## src/inc/ebt_pkg.sv

```systemverilog
// Purpose: Constants for the eight-bit waveform timer
// Assumes: AXI4-Lite, 32-bit data, aligned word registers
// Notes:   Offsets are byte addresses
package ebt_pkg;
   // ************************************************************
   // Register offsets
   // ************************************************************
   localparam logic [7:0] EBT_OFF_CTRL   = 8'h00;
   localparam logic [7:0] EBT_OFF_COUNT  = 8'h04;
   localparam logic [7:0] EBT_OFF_CMPA   = 8'h08;
   localparam logic [7:0] EBT_OFF_CMPB   = 8'h0C;
   localparam logic [7:0] EBT_OFF_STATUS = 8'h10;
   localparam logic [7:0] EBT_OFF_FORCE  = 8'h14;
   localparam logic [7:0] EBT_OFF_PORT   = 8'h18;
   // ************************************************************
   // Control fields
   // ************************************************************
   localparam int EBT_CTL_WGM_LSB  = 0;
   localparam int EBT_CTL_CSEL_LSB = 4;
   localparam int EBT_CTL_COMB_LSB = 8;
   localparam int EBT_CTL_COMA_LSB = 10;
   // Status bits; OVF, CFA, CFB write one to clear
   localparam int EBT_ST_OVF  = 0;
   localparam int EBT_ST_CFA  = 1;
   localparam int EBT_ST_CFB  = 2;
   localparam int EBT_ST_OCA  = 3;
   localparam int EBT_ST_OCB  = 4;
   // Force and port bits
   localparam int EBT_FRC_A   = 0;
   localparam int EBT_FRC_B   = 1;
   localparam int EBT_PRT_VA  = 0;
   localparam int EBT_PRT_VB  = 1;
   localparam int EBT_PRT_DA  = 2;
   localparam int EBT_PRT_DB  = 3;
   localparam int EBT_SVC_ACK = 4;
   // ************************************************************
   // Modes and values
   // ************************************************************
   localparam logic [2:0] EBT_WGM_FREE  = 3'h0;
   localparam logic [2:0] EBT_WGM_CLEAR = 3'h2;
   localparam logic [2:0] EBT_WGM_PWMF  = 3'h3;
   localparam logic [2:0] EBT_WGM_PWMA  = 3'h7;
   localparam logic [1:0] EBT_COM_OFF   = 2'h0;
   localparam logic [1:0] EBT_COM_TGL   = 2'h1;
   localparam logic [1:0] EBT_COM_CLR   = 2'h2;
   localparam logic [1:0] EBT_COM_SET   = 2'h3;
   localparam logic [7:0] EBT_MAX       = 8'hFF;
   localparam logic [7:0] EBT_BOTTOM    = 8'h00;
   localparam logic [1:0] EBT_RESP_OK   = 2'h0;
   localparam logic [1:0] EBT_RESP_ERR  = 2'h2;
   // Prescale selects: stop, 1, 8, 64, 256, 1024
   localparam logic [2:0] EBT_CS_STOP = 3'h0;
   localparam logic [2:0] EBT_CS_1    = 3'h1;
   localparam logic [2:0] EBT_CS_8    = 3'h2;
   localparam logic [2:0] EBT_CS_64   = 3'h3;
   localparam logic [2:0] EBT_CS_256  = 3'h4;
   localparam logic [2:0] EBT_CS_1024 = 3'h5;
   localparam logic [9:0] EBT_DIV_8    = 10'h007;
   localparam logic [9:0] EBT_DIV_64   = 10'h03F;
   localparam logic [9:0] EBT_DIV_256  = 10'h0FF;
   localparam logic [9:0] EBT_DIV_1024 = 10'h3FF;
endpackage

```

## src/ebt_timer.sv

```systemverilog
// Purpose: Eight-bit timer with compare unit, AXI4-Lite slave
// Assumes: Single clock, synchronous active-low reset
// Notes:   Outputs registered; pins split into value and enable
//
// Function
// - Mode zero leaves compare output untouched
// - New output mode governs next match
// - Force strobe applies action in non-PWM
// - Counting set by waveform mode only
// - Free mode counts up, wraps 0xFF->0x00
// - Free mode sets overflow at zero
// - Servicing overflow clears overflow flag
// - Counter writable anytime in free mode
// - Clear mode clears after reaching A
// - Clear mode sets compare flag A
// - Clear mode compare A unbuffered
// - Clear mode toggle; pin needs direction
// - Clear mode overflow on MAX to zero
// - Prescale 1,8,64,256,1024 selectable
// - Fast PWM modes 3 and 7, tops
// - PWM clear on match, set bottom
// - PWM clears next tick after top
// - PWM overflow set at top
// - PWM mode two normal, three inverted
// - PWM toggle only A with bit2
// - PWM period 256 ticks at top 0xFF
// - Output register forceable before enabling pin
// - Reset clears compare output register
// - Counter write blocks next tick matches
// - Nonzero mode overrides port value
//
// Chosen here: the AXI4-Lite interface to the registers and the placing of the registers.
`timescale 1ns/1ps
module ebt_timer
   import ebt_pkg::*;
(
   // Clock, reset, enable
   input  wire logic        aclk,
   input  wire logic        aresetn,
   input  wire logic        ce,
   // AXI4-Lite write
   input  wire logic [7:0]  s_axi_awaddr,
   input  wire logic        s_axi_awvalid,
   output logic             s_axi_awready,
   input  wire logic [31:0] s_axi_wdata,
   input  wire logic [3:0]  s_axi_wstrb,
   input  wire logic        s_axi_wvalid,
   output logic             s_axi_wready,
   output logic [1:0]       s_axi_bresp,
   output logic             s_axi_bvalid,
   input  wire logic        s_axi_bready,
   // AXI4-Lite read
   input  wire logic [7:0]  s_axi_araddr,
   input  wire logic        s_axi_arvalid,
   output logic             s_axi_arready,
   output logic [31:0]      s_axi_rdata,
   output logic [1:0]       s_axi_rresp,
   output logic             s_axi_rvalid,
   input  wire logic        s_axi_rready,
   // Pins
   output logic             pin_a_o,
   output logic             pin_a_oe,
   output logic             pin_b_o,
   output logic             pin_b_oe
);
   typedef struct packed {
      logic        awr;
      logic        wr;
      logic        bv;
      logic [1:0]  br;
      logic        arr;
      logic        rv;
      logic [31:0] rd;
      logic [1:0]  rr;
      logic [7:0]  aw;
      logic [31:0] wd;
      logic [3:0]  ws;
      logic        awh;
      logic        wh;
      logic [2:0]  wgm;
      logic [2:0]  csel;
      logic [1:0]  coma;
      logic [1:0]  comb;
      logic [7:0]  cnt;
      logic [7:0]  cmpa;
      logic [7:0]  cmpb;
      logic [7:0]  cmpa_buf;
      logic [7:0]  cmpb_buf;
      logic        ovf;
      logic        cfa;
      logic        cfb;
      logic        oca;
      logic        ocb;
      logic [3:0]  port;
      logic        blk;
      logic [9:0]  pre;
      logic        pa;
      logic        pae;
      logic        pb;
      logic        pbe;
   } ebt_state_t;

   ebt_state_t s_q;
   ebt_state_t s_d;

   // ************************************************************
   // Helpers
   // ************************************************************
   function automatic logic ebt_is_pwm(input logic [2:0] w);
      return (w == EBT_WGM_PWMF) || (w == EBT_WGM_PWMA);
   endfunction

   function automatic logic ebt_act(input logic [1:0] c,
                                    input logic       o);
      unique case (c)
         EBT_COM_OFF: return o;
         EBT_COM_TGL: return ~o;
         EBT_COM_CLR: return 1'b0;
         EBT_COM_SET: return 1'b1;
      endcase
   endfunction

   function automatic logic [7:0] ebt_merge(input logic [7:0] o,
                                            input logic [7:0] n,
                                            input logic       e);
      return e ? n : o;
   endfunction

   logic       tick;
   logic [7:0] top;
   logic [7:0] ca;
   logic [7:0] cb;
   logic       at_top;
   logic       m_a;
   logic       m_b;
   logic       do_w;
   logic       do_r;
   logic [31:0] rdv;
   logic        ovf_set;

   always_comb
   begin
      s_d = s_q;
      // ************************************************************
      // Prescaler
      // ************************************************************
      tick = 1'b0;
      unique case (s_q.csel)
         EBT_CS_1:    tick = 1'b1;
         EBT_CS_8:    tick = (s_q.pre & EBT_DIV_8) == EBT_DIV_8;
         EBT_CS_64:   tick = (s_q.pre & EBT_DIV_64) == EBT_DIV_64;
         EBT_CS_256:  tick = (s_q.pre & EBT_DIV_256) == EBT_DIV_256;
         EBT_CS_1024: tick = s_q.pre == EBT_DIV_1024;
         default:     tick = 1'b0;
      endcase
      s_d.pre = (s_q.csel == EBT_CS_STOP) ? s_q.pre : s_q.pre + 10'h001;
      // ************************************************************
      // Counter and compare
      // ************************************************************
      ca = ebt_is_pwm(s_q.wgm) ? s_q.cmpa_buf : s_q.cmpa;
      cb = ebt_is_pwm(s_q.wgm) ? s_q.cmpb_buf : s_q.cmpb;
      top = (s_q.wgm == EBT_WGM_CLEAR || s_q.wgm == EBT_WGM_PWMA)
            ? ca : EBT_MAX;
      at_top = s_q.cnt == top;
      m_a = tick && !s_q.blk && s_q.cnt == ca;
      m_b = tick && !s_q.blk && s_q.cnt == cb;
      ovf_set = tick && (ebt_is_pwm(s_q.wgm) ? at_top
                                             : s_q.cnt == EBT_MAX);
      if (tick)
      begin
         s_d.blk = 1'b0;
         if (s_q.wgm == EBT_WGM_CLEAR || ebt_is_pwm(s_q.wgm))
            s_d.cnt = at_top ? EBT_BOTTOM : s_q.cnt + 8'h01;
         else
            s_d.cnt = s_q.cnt + 8'h01;
         if (ebt_is_pwm(s_q.wgm))
         begin
            if (at_top)
            begin
               s_d.ovf = 1'b1;
               s_d.cmpa_buf = s_q.cmpa;
               s_d.cmpb_buf = s_q.cmpb;
               // Bottom action
               if (s_q.coma == EBT_COM_CLR) s_d.oca = 1'b1;
               if (s_q.coma == EBT_COM_SET) s_d.oca = 1'b0;
               if (s_q.comb == EBT_COM_CLR) s_d.ocb = 1'b1;
               if (s_q.comb == EBT_COM_SET) s_d.ocb = 1'b0;
            end
            if (m_a && !(at_top && s_q.coma != EBT_COM_TGL))
            begin
               if (s_q.coma == EBT_COM_TGL && s_q.wgm[2])
                  s_d.oca = ~s_q.oca;
               else if (s_q.coma[1])
                  s_d.oca = ebt_act(s_q.coma, s_q.oca);
            end
            if (m_b && !at_top && s_q.comb[1])
               s_d.ocb = ebt_act(s_q.comb, s_q.ocb);
         end
         else
         begin
            if (s_q.cnt == EBT_MAX)
               s_d.ovf = 1'b1;
            if (m_a) s_d.oca = ebt_act(s_q.coma, s_q.oca);
            if (m_b) s_d.ocb = ebt_act(s_q.comb, s_q.ocb);
         end
         if (m_a) s_d.cfa = 1'b1;
         if (m_b) s_d.cfb = 1'b1;
      end
      // ************************************************************
      // AXI4-Lite slave
      // ************************************************************
      if (s_q.awr && s_axi_awvalid)
      begin
         s_d.aw = s_axi_awaddr;
         s_d.awh = 1'b1;
         s_d.awr = 1'b0;
      end
      if (s_q.wr && s_axi_wvalid)
      begin
         s_d.wd = s_axi_wdata;
         s_d.ws = s_axi_wstrb;
         s_d.wh = 1'b1;
         s_d.wr = 1'b0;
      end
      do_w = s_q.awh && s_q.wh && !s_q.bv;
      if (s_q.bv && s_axi_bready)
      begin
         s_d.bv = 1'b0;
         s_d.awr = 1'b1;
         s_d.wr = 1'b1;
      end
      if (do_w)
      begin
         s_d.awh = 1'b0;
         s_d.wh = 1'b0;
         s_d.bv = 1'b1;
         s_d.br = EBT_RESP_OK;
         unique case (s_q.aw)
            EBT_OFF_CTRL:
            begin
               s_d.wgm = s_q.ws[0] ? s_q.wd[EBT_CTL_WGM_LSB +: 3] : s_q.wgm;
               s_d.csel = s_q.ws[0] ? s_q.wd[EBT_CTL_CSEL_LSB +: 3]
                                    : s_q.csel;
               if (s_q.ws[1])
               begin
                  s_d.coma = s_q.wd[EBT_CTL_COMA_LSB +: 2];
                  s_d.comb = s_q.wd[EBT_CTL_COMB_LSB +: 2];
               end
            end
            EBT_OFF_COUNT:
               if (s_q.ws[0])
               begin
                  s_d.cnt = s_q.wd[7:0];
                  s_d.blk = 1'b1;
               end
            EBT_OFF_CMPA: s_d.cmpa = ebt_merge(s_q.cmpa, s_q.wd[7:0],
                                               s_q.ws[0]);
            EBT_OFF_CMPB: s_d.cmpb = ebt_merge(s_q.cmpb, s_q.wd[7:0],
                                               s_q.ws[0]);
            EBT_OFF_STATUS:
               if (s_q.ws[0])
               begin
                  // Set from this cycle's event wins over clear
                  if (s_q.wd[EBT_ST_OVF] && !ovf_set)
                     s_d.ovf = 1'b0;
                  if (s_q.wd[EBT_ST_CFA] && !m_a)
                     s_d.cfa = 1'b0;
                  if (s_q.wd[EBT_ST_CFB] && !m_b)
                     s_d.cfb = 1'b0;
               end
            EBT_OFF_FORCE:
               if (s_q.ws[0] && !ebt_is_pwm(s_q.wgm))
               begin
                  if (s_q.wd[EBT_FRC_A])
                     s_d.oca = ebt_act(s_q.coma, s_q.oca);
                  if (s_q.wd[EBT_FRC_B])
                     s_d.ocb = ebt_act(s_q.comb, s_q.ocb);
               end
            EBT_OFF_PORT:
               if (s_q.ws[0])
               begin
                  s_d.port = s_q.wd[3:0];
                  if (s_q.wd[EBT_SVC_ACK] && !ovf_set)
                     s_d.ovf = 1'b0;
               end
            default: s_d.br = EBT_RESP_ERR;
         endcase
      end
      // ************************************************************
      // Reads
      // ************************************************************
      do_r = s_q.arr && s_axi_arvalid;
      rdv = 32'h0000_0000;
      if (s_q.rv && s_axi_rready)
      begin
         s_d.rv = 1'b0;
         s_d.arr = 1'b1;
      end
      if (do_r)
      begin
         s_d.arr = 1'b0;
         s_d.rv = 1'b1;
         s_d.rr = EBT_RESP_OK;
         unique case (s_axi_araddr)
            EBT_OFF_CTRL:
            begin
               rdv[EBT_CTL_WGM_LSB +: 3] = s_q.wgm;
               rdv[EBT_CTL_CSEL_LSB +: 3] = s_q.csel;
               rdv[EBT_CTL_COMB_LSB +: 2] = s_q.comb;
               rdv[EBT_CTL_COMA_LSB +: 2] = s_q.coma;
            end
            EBT_OFF_COUNT: rdv[7:0] = s_q.cnt;
            EBT_OFF_CMPA:  rdv[7:0] = s_q.cmpa;
            EBT_OFF_CMPB:  rdv[7:0] = s_q.cmpb;
            EBT_OFF_STATUS:
            begin
               rdv[EBT_ST_OVF] = s_q.ovf;
               rdv[EBT_ST_CFA] = s_q.cfa;
               rdv[EBT_ST_CFB] = s_q.cfb;
               rdv[EBT_ST_OCA] = s_q.oca;
               rdv[EBT_ST_OCB] = s_q.ocb;
            end
            EBT_OFF_FORCE: rdv = 32'h0000_0000;
            EBT_OFF_PORT:  rdv[3:0] = s_q.port;
            default:       s_d.rr = EBT_RESP_ERR;
         endcase
         s_d.rd = rdv;
      end
      // Pins: override when output mode nonzero
      s_d.pa = (s_d.coma != EBT_COM_OFF) ? s_d.oca
                                         : s_d.port[EBT_PRT_VA];
      s_d.pae = s_d.port[EBT_PRT_DA];
      s_d.pb = (s_d.comb != EBT_COM_OFF) ? s_d.ocb
                                         : s_d.port[EBT_PRT_VB];
      s_d.pbe = s_d.port[EBT_PRT_DB];
   end

   // ************************************************************
   // Outputs
   // ************************************************************
   assign s_axi_awready = s_q.awr;
   assign s_axi_wready  = s_q.wr;
   assign s_axi_bvalid  = s_q.bv;
   assign s_axi_bresp   = s_q.br;
   assign s_axi_arready = s_q.arr;
   assign s_axi_rvalid  = s_q.rv;
   assign s_axi_rdata   = s_q.rd;
   assign s_axi_rresp   = s_q.rr;
   assign pin_a_o       = s_q.pa;
   assign pin_a_oe      = s_q.pae;
   assign pin_b_o       = s_q.pb;
   assign pin_b_oe      = s_q.pbe;

   always_ff @(posedge aclk)
   begin
      if (!aresetn)
      begin
         s_q     <= '0;
         s_q.awr <= 1'b1;
         s_q.wr  <= 1'b1;
         s_q.arr <= 1'b1;
      end
      else if (ce)
         s_q <= s_d;
   end

   // ************************************************************
   // Checks
   // ************************************************************
   AST_COM_OFF: assert property (@(posedge aclk)
      disable iff (!aresetn)
      ce && s_q.coma == EBT_COM_OFF |=> $stable(s_q.oca))
      else $error("compare output moved with mode off");
   AST_OVF_WRAP: assert property (@(posedge aclk)
      disable iff (!aresetn)
      ce && tick && !do_w && s_q.wgm == EBT_WGM_FREE && s_q.cnt == EBT_MAX
      |=> s_q.ovf && s_q.cnt == EBT_BOTTOM)
      else $error("free mode wrap did not flag overflow");
   AST_CLEAR_TOP: assert property (@(posedge aclk)
      disable iff (!aresetn)
      ce && tick && !do_w && !s_q.blk && s_q.wgm == EBT_WGM_CLEAR
      && s_q.cnt == s_q.cmpa |=> s_q.cnt == EBT_BOTTOM && s_q.cfa)
      else $error("clear mode did not restart at top");
   AST_BLOCK: assert property (@(posedge aclk)
      disable iff (!aresetn)
      ce && tick && s_q.blk && !do_w |=> $stable(s_q.cfa) && $stable(s_q.cfb))
      else $error("match seen right after counter write");
   AST_FORCE: assert property (@(posedge aclk)
      disable iff (!aresetn)
      ce && do_w && s_q.aw == EBT_OFF_FORCE && s_q.ws[0] && s_q.wd[EBT_FRC_A]
      && !ebt_is_pwm(s_q.wgm) && s_q.coma == EBT_COM_TGL && !m_a
      |=> s_q.oca != $past(s_q.oca))
      else $error("force strobe did not toggle output");
   AST_PIN_SRC: assert property (@(posedge aclk)
      disable iff (!aresetn)
      pin_a_oe == s_q.port[EBT_PRT_DA]
      && (s_q.coma == EBT_COM_OFF || pin_a_o == s_q.oca))
      else $error("pin A source or direction wrong");
   COV_CLEAR_MATCH: cover property (@(posedge aclk)
      ce && m_a && s_q.wgm == EBT_WGM_CLEAR);
   COV_PWM_TOP: cover property (@(posedge aclk)
      ce && tick && at_top && ebt_is_pwm(s_q.wgm));
   COV_FREE_WRAP: cover property (@(posedge aclk)
      ce && ovf_set && s_q.wgm == EBT_WGM_FREE);
endmodule

```

## config.mk

```make
export PLATFORM = sky130hd
export DESIGN_NAME = ebt_timer
export DESIGN_NICKNAME = d
export VERILOG_FILES = /design/src/inc/ebt_pkg.sv /design/src/ebt_timer.sv
export SDC_FILE = /design/constraint.sdc
export NUM_CORES = 1
export LEC_CHECK = 0
export ABC_AREA = 1
export BUFFER_PORTS_ARGS = -buffer_cell sky130_fd_sc_hd__buf_2
export CAP_MARGIN = 25
export CORE_ASPECT_RATIO = 0.5
export CORE_UTILIZATION = 55
export CTS_BUF_LIST = sky130_fd_sc_hd__clkbuf_16
export CTS_CLUSTER_SIZE = 40
export DETAILED_ROUTE_END_ITERATION = 10
export GPL_TIMING_DRIVEN = 0
export HOLD_SLACK_MARGIN = 0.05
export PLACE_DENSITY = 0.81
export SYNTH_ARGS = -nofsm -noshare
export SYNTH_HDL_FRONTEND = slang
export SYNTH_SLANG_ARGS = --single-unit
```

## constraint.sdc

```tcl
create_clock -name aclk -period 3.1 [get_ports aclk]
set_input_delay 0.62 -clock aclk [delete_from_list [all_inputs] [get_ports aclk]]
set_output_delay 0.62 -clock aclk [all_outputs]
set_load 0.01 [all_outputs]
```

-- Word-level counts from Yosys, hierarchy flattened
Cells that the tools add are included.
- reductions and logical operators: 62
- $mul: 0
- multiplexer cells: 75
- add/subtract/negate cells: 2
- equality and inequality tests: 35
- shift operators: 0
- bitwise logic cells: 3
- div/mod/pow operators: 0
- order comparisons: 0
- operator list (operator ; number):
    8-bit 2-to-1 mux ; 12
    36-bit 2-to-1 mux ; 2
    8-bit by 5-bit == test with 1-bit output (second input constant) ; 6
    8-bit by 4-bit == test with 1-bit output (second input constant) ; 4
    1-bit 2-to-1 mux ; 32
    8-bit == test ; 3
    2-bit AND reduction ; 11
    1-bit logical AND ; 21
    10-bit 2-to-1 mux ; 2
    3-bit one-hot mux with 6 select lines ; 1
    8-bit by 3-bit == test with 1-bit output (second input constant) ; 2
    8-bit == test (second input constant) ; 2
    8-bit logical NOT ; 2
    2-bit 2-to-1 mux ; 8
    4-bit 2-to-1 mux ; 4
    4-bit AND reduction ; 4
    2-bit nonzero test ; 8
    3-bit 2-to-1 mux ; 5
    1-bit one-hot mux with 5 select lines ; 3
    7-bit OR reduction ; 2
    3-bit by 2-bit == test with 1-bit output (second input constant) ; 4
    3-bit == test (second input constant) ; 4
    10-bit by 1-bit adder with 10-bit output (second input constant) ; 1
    10-bit == test (second input constant) ; 1
    16 further kinds ; 33
- bits of input ports: 60
- output and inout bits: 45
- RAM bits: 0
- memory bits (read-only): 0
- memories kept: 0
- logic and storage cells: 211
- register bits after elaboration: 119
- latch bits: 0

-- Logic depth before layout (Yosys ltp)
- word-level depth: 16
- gate-level depth with buffers: 23
- depth with buffers taken out: 21

-- Least setup slack after synthesis
Ideal clock, no wire load.
- kind: input to register
- start: in s_axi_araddr[7]
- end: reg s_q, in the netlist s_axi_rdata[5]
- path slack: 1.097 ns
- path buffers: 0
- arrival: 1.933 ns
- required time: 3.030 ns
- cell stages on the path: 9
- library setup time: 0.070 ns
- path through: nor2_1 -> inv_1 -> nor3_1 -> inv_1 -> nor4_1 -> inv_1 -> o22ai_1 -> o21ai_0 -> a21oi_1
- longest elaborated chain between the ends: 2
- elaborated cells on any way between the ends: 5
- those cells by class: 3 x eq/ne; 1 x mux; 1 x reduce/logical
- RTL lines (element ; RTL line ; source):
    start: declaration ; ebt_timer.sv:53 ; input wire logic [7:0] s_axi_araddr,
    8-bit by 4-bit == test with 1-bit output (tied with other cells) ; ebt_timer.sv:304 ; unique case (s_axi_araddr)
    2-bit one-hot mux with 4 select lines * ; ebt_timer.sv:304 ;
    end: declaration ; ebt_timer.sv:103 ; ebt_state_t s_q;
Mark *: on every way between the ends. The rest lies on a longest branch, timed or not.
A chain may end at the register's enable or synchronous reset.

-- Worst setup path in the final report
- start: reg s_q[5] (netlist bit)
- end: reg s_q[63] (netlist bit)
- longest elaborated chain between the ends: 6
- elaborated cells on any way between the ends: 9
- those cells by class: 4 x eq/ne; 5 x mux
- RTL lines (element ; RTL line ; source):
    10-bit == test (tied with other cells) ; ebt_timer.sv:153 ; EBT_CS_1024: tick = s_q.pre == EBT_DIV_1024;
    1-bit one-hot mux with 5 select lines * ; ebt_timer.sv:148 ; unique case (s_q.csel)
    8-bit 2-to-1 mux * ; ebt_timer.sv:169 ; if (tick)
    8-bit 2-to-1 mux ; ebt_timer.sv:251 ; if (s_q.ws[0])
    8-bit 2-to-1 mux ; ebt_timer.sv:238 ; unique case (s_q.aw)
    36-bit 2-to-1 mux * ; ebt_timer.sv:232 ; if (do_w)
Marked as above.

==> results.toml <==
[sta]
max_freq_ghz = 0.369
maxSlewViolCount = 0
period_share_pct = 87.4
finalSetupTns_ns = 0
tightest_slew_ns = 0.740
final.setup.worst_slack_ns = 0.391
setup_viol_count_final = 0
hold_viol = 0
grt_setup_unrepaired = "false"
fin_worst_skew_ns = 0.00847
slew_headroom_pct = 50.2
fin_crit_ns = 2.71

[cts]
cts_resized = 0
cts_tree = "done"
cts.clk_slew.worst_paths_ns = 0.06
cts_hold_buf = 0
post-cts-setup-buffers = 0
root_buffer = "clkbuf_16"
cts.sink_count = 115
clockBufferDepth = 2
insertion_delay_ns = 0.41
htree_levels = 4
cts_buffers = 17

[worst_setup_path]
crit_buf_inv = 1
r2r_slack_ns = 0.39
required_ns = 3.43
critPathKind = "reg2reg"
cp.arrival_ns = 3.04
critical_path.max_stage_delay_ns = 0.37
cp_top_family = "simple AND/OR/NAND/NOR gates"
crit-reg2reg-launch = "s_q[5]$_SDFFE_PN0P_"
reg2reg_depth = 13
cp_cell_sequence = "ha_1, nand3_1, nor2_1, nand4_1, nand2_1, nand3_1, clkinv_1, nand3_1, nor2_1, nand2_1, o21ai_0, nand3_1, a31oi_1"
cp_slowest_cell = "clkinv_1"
end_kind = "flop"
r2r_end = "s_q[63]$_SDFFE_PN0P_"
crit_path_start_kind = "flop"
crit_fanout = 10
crit_top_cell = "nand3_1"

[finish]
layout-drive-gt1-share_pct = 16.0
layout_commonest_cell = "nand2_1"
final_net_count = 1042
final_area_mm2 = 0.00723
layout_common_cells = "nand2_1, inv_1, dfxtp_1"
final-instance-count-excl-fill = 1131
fill_cells = 930
syn_to_final_growth_pct = 19.3

[hold_path]
worst_hold_path_type = "reg2reg"
hold_start = "s_q[89]$_SDFFE_PN0P_"
worstHoldPathCells = 2
holdPathEnd = "s_q[89]$_SDFFE_PN0P_"

[place]
dp.cells = 1100
pre_cts_slack_ns = 0.422
place.gp.congestion = 1.04
placed_cell_area_mm2 = 0.00661
numPortBuffers = 60
dp_hpwl_mm = 14.9

[power_and_ir_drop]
ir_drop_mv = 0.289
power_mw = 3.92
total_leakage_power_nw = 3.12
power.density_mw_per_mm2 = 543

[yosys]
synth-seq-cells = 115
synth-edff-count = 0
synth_compound_area_share_pct = 22.4
yosys.area_share.simple_pct = 22.4
synth_area_mm2 = 0.00606
synth_cell_types = 43
synth-adder-area-share_pct = 0.619
postSynthCellCount = 879
yosysSeqAreaShare_pct = 38.0
ys.flop_type = "dfxtp_1"
synth_xor_area_share_pct = 1.73
yosysWarnings = 0
synth_mux_area_share_pct = 0
async_flop_share_pct = 0
synth_top_family_by_area = "simple AND/OR/NAND/NOR gates"
avgSynthCellArea_um2 = 6.89

[grt]
grt-ovfl-total = 0
grt_max_degree = 17
grt_pass1_vias = 5754
antenna_found_initial = 0
grt.total_usage_pct = 35.7
grt_first_pass_wirelength_mm = 30.4

[detailed_routing]
first_pass_iters = 8
via_per_inst = 5.64
route.vias.total = 6375
drc = 0
avgRoutedWirePerCell_um = 17.4
wl_mm = 19.7
detail_route.iter0.violations = 609
antenna_left = 0

[floorplanning]
die_height_um = 76.2
dieArea_mm2 = 0.0115
dieWidth_um = 150
io_pins = 105
rows = 26
core_area_mm2 = 0.0104
start_util_pct = 58.0

[job]
max_cap_viol_count = 0

[status]
status = "complete, no violations"
## through the flow
| step | hold slack, ns | util (%) |
|---|---|---|
| CTS | 0.457 | 69.2 |
| global route | 0.486 | 69.2 |
| floorplan | 0.425 | - |
| global placement | 0.439 | 63.3 |
| finish | 0.457 | 69.2 |
| detailed placement | 0.449 | 63.3 |
## synth_stat cells (all sizes together) (4+ instances only)
library cell  instances  area share (%)
dfxtp               115              38
a31oi                 9             1.0
nand4                10             1.0
nand3                52             4.4
o21ai               108             8.9
xor2                 12             1.7
buf                  47             6.0
clkbuf               21             1.3
a21oi               106             8.9
nor2                 56             4.1
o22ai                12             1.2
nor3                 16             1.4
nor4                  5            0.52
inv                 119             7.4
nand2               166              11
o211ai                4            0.58
## cell families after synthesis
group                      count (synthesis)
DFF                                      115
AOI/OAI and AO/OA                        251
buffers and inverters                    189
adders and majority gates                  3
other                                      1
xor gates and xnor gates                  12
and+or+nand+nor                          308
## worst reg2reg max path, cell delays in order (launching register included)
cell,delay [ns]
dfxtp_1,0.35
ha_1,0.19
nand3_1,0.14
nor2_1,0.23
nand4_1,0.14
nand2_1,0.10
nand3_1,0.32
clkinv_1,0.37
nand3_1,0.18
nor2_1,0.15
nand2_1,0.10
o21ai_0,0.15
nand3_1,0.10
a31oi_1,0.13
## worst max-delay path by stage
stage	start	to	slack, ns	cells after the start
6_report	s_q[5]$_SDFFE_PN0P_	s_q[63]$_SDFFE_PN0P_	0.39	13
5_1_grt	s_q[5]$_SDFFE_PN0P_	s_q[63]$_SDFFE_PN0P_	0.21	13
4_1_cts	s_q[4]$_SDFFE_PN0P_	s_q[63]$_SDFFE_PN0P_	0.52	13
3_5_place_dp	ce	s_q[53]$_SDFFE_PN0P_	0.42	9
3_3_place_gp	ce	s_q[53]$_SDFFE_PN0P_	0.42	9
2_1_floorplan	s_axi_araddr[7]	s_axi_rdata[5]$_SDFFE_PN0P_	1.10	9
## area by class of cell
type / count / area [um^2] / share of cell area (%)
Inverter: 121 / 454 / 6.28
Buffer: 68 / 445 / 6.16
Clock inverter: 13 / 186 / 2.58
Antenna cell: 1 / 2.50 / 0.0346
Tap cell: 140 / 175 / 2.42
Sequential cell: 115 / 2300 / 31.9
Multi-Input combinational cell: 596 / 2940 / 40.6
Timing Repair Buffer: 60 / 300 / 4.15
Clock buffer: 17 / 425 / 5.89
## per-layer routing
metal	part of all wire (%)	GRT usage, %	vias up
met4	2.0	11.3	0
met3	13	12.4	40
li1	-	-	3047
met5	0	0	-
met2	40	50.6	367
met1	45	50.1	2921
## sequential cells by signal (all words and copies together) (netlist names)
signal	count
s_q	94
s_axi_rdata	12
pin_a_o	1
pin_b_o	1
s_axi_arready	1
s_axi_awready	1
s_axi_bresp	1
s_axi_bvalid	1
s_axi_rresp	1
s_axi_rvalid	1
s_axi_wready	1
## report_power, final
part / internal [mW] / switching, mW / total (mW) / leakage (nW)
clock: 1.34 / 0.725 / 2.06 / 0.293
combinational: 0.111 / 0.188 / 0.299 / 1.89
sequential: 1.52 / 0.0422 / 1.56 / 0.934
(Power assumes the default switching activity.)
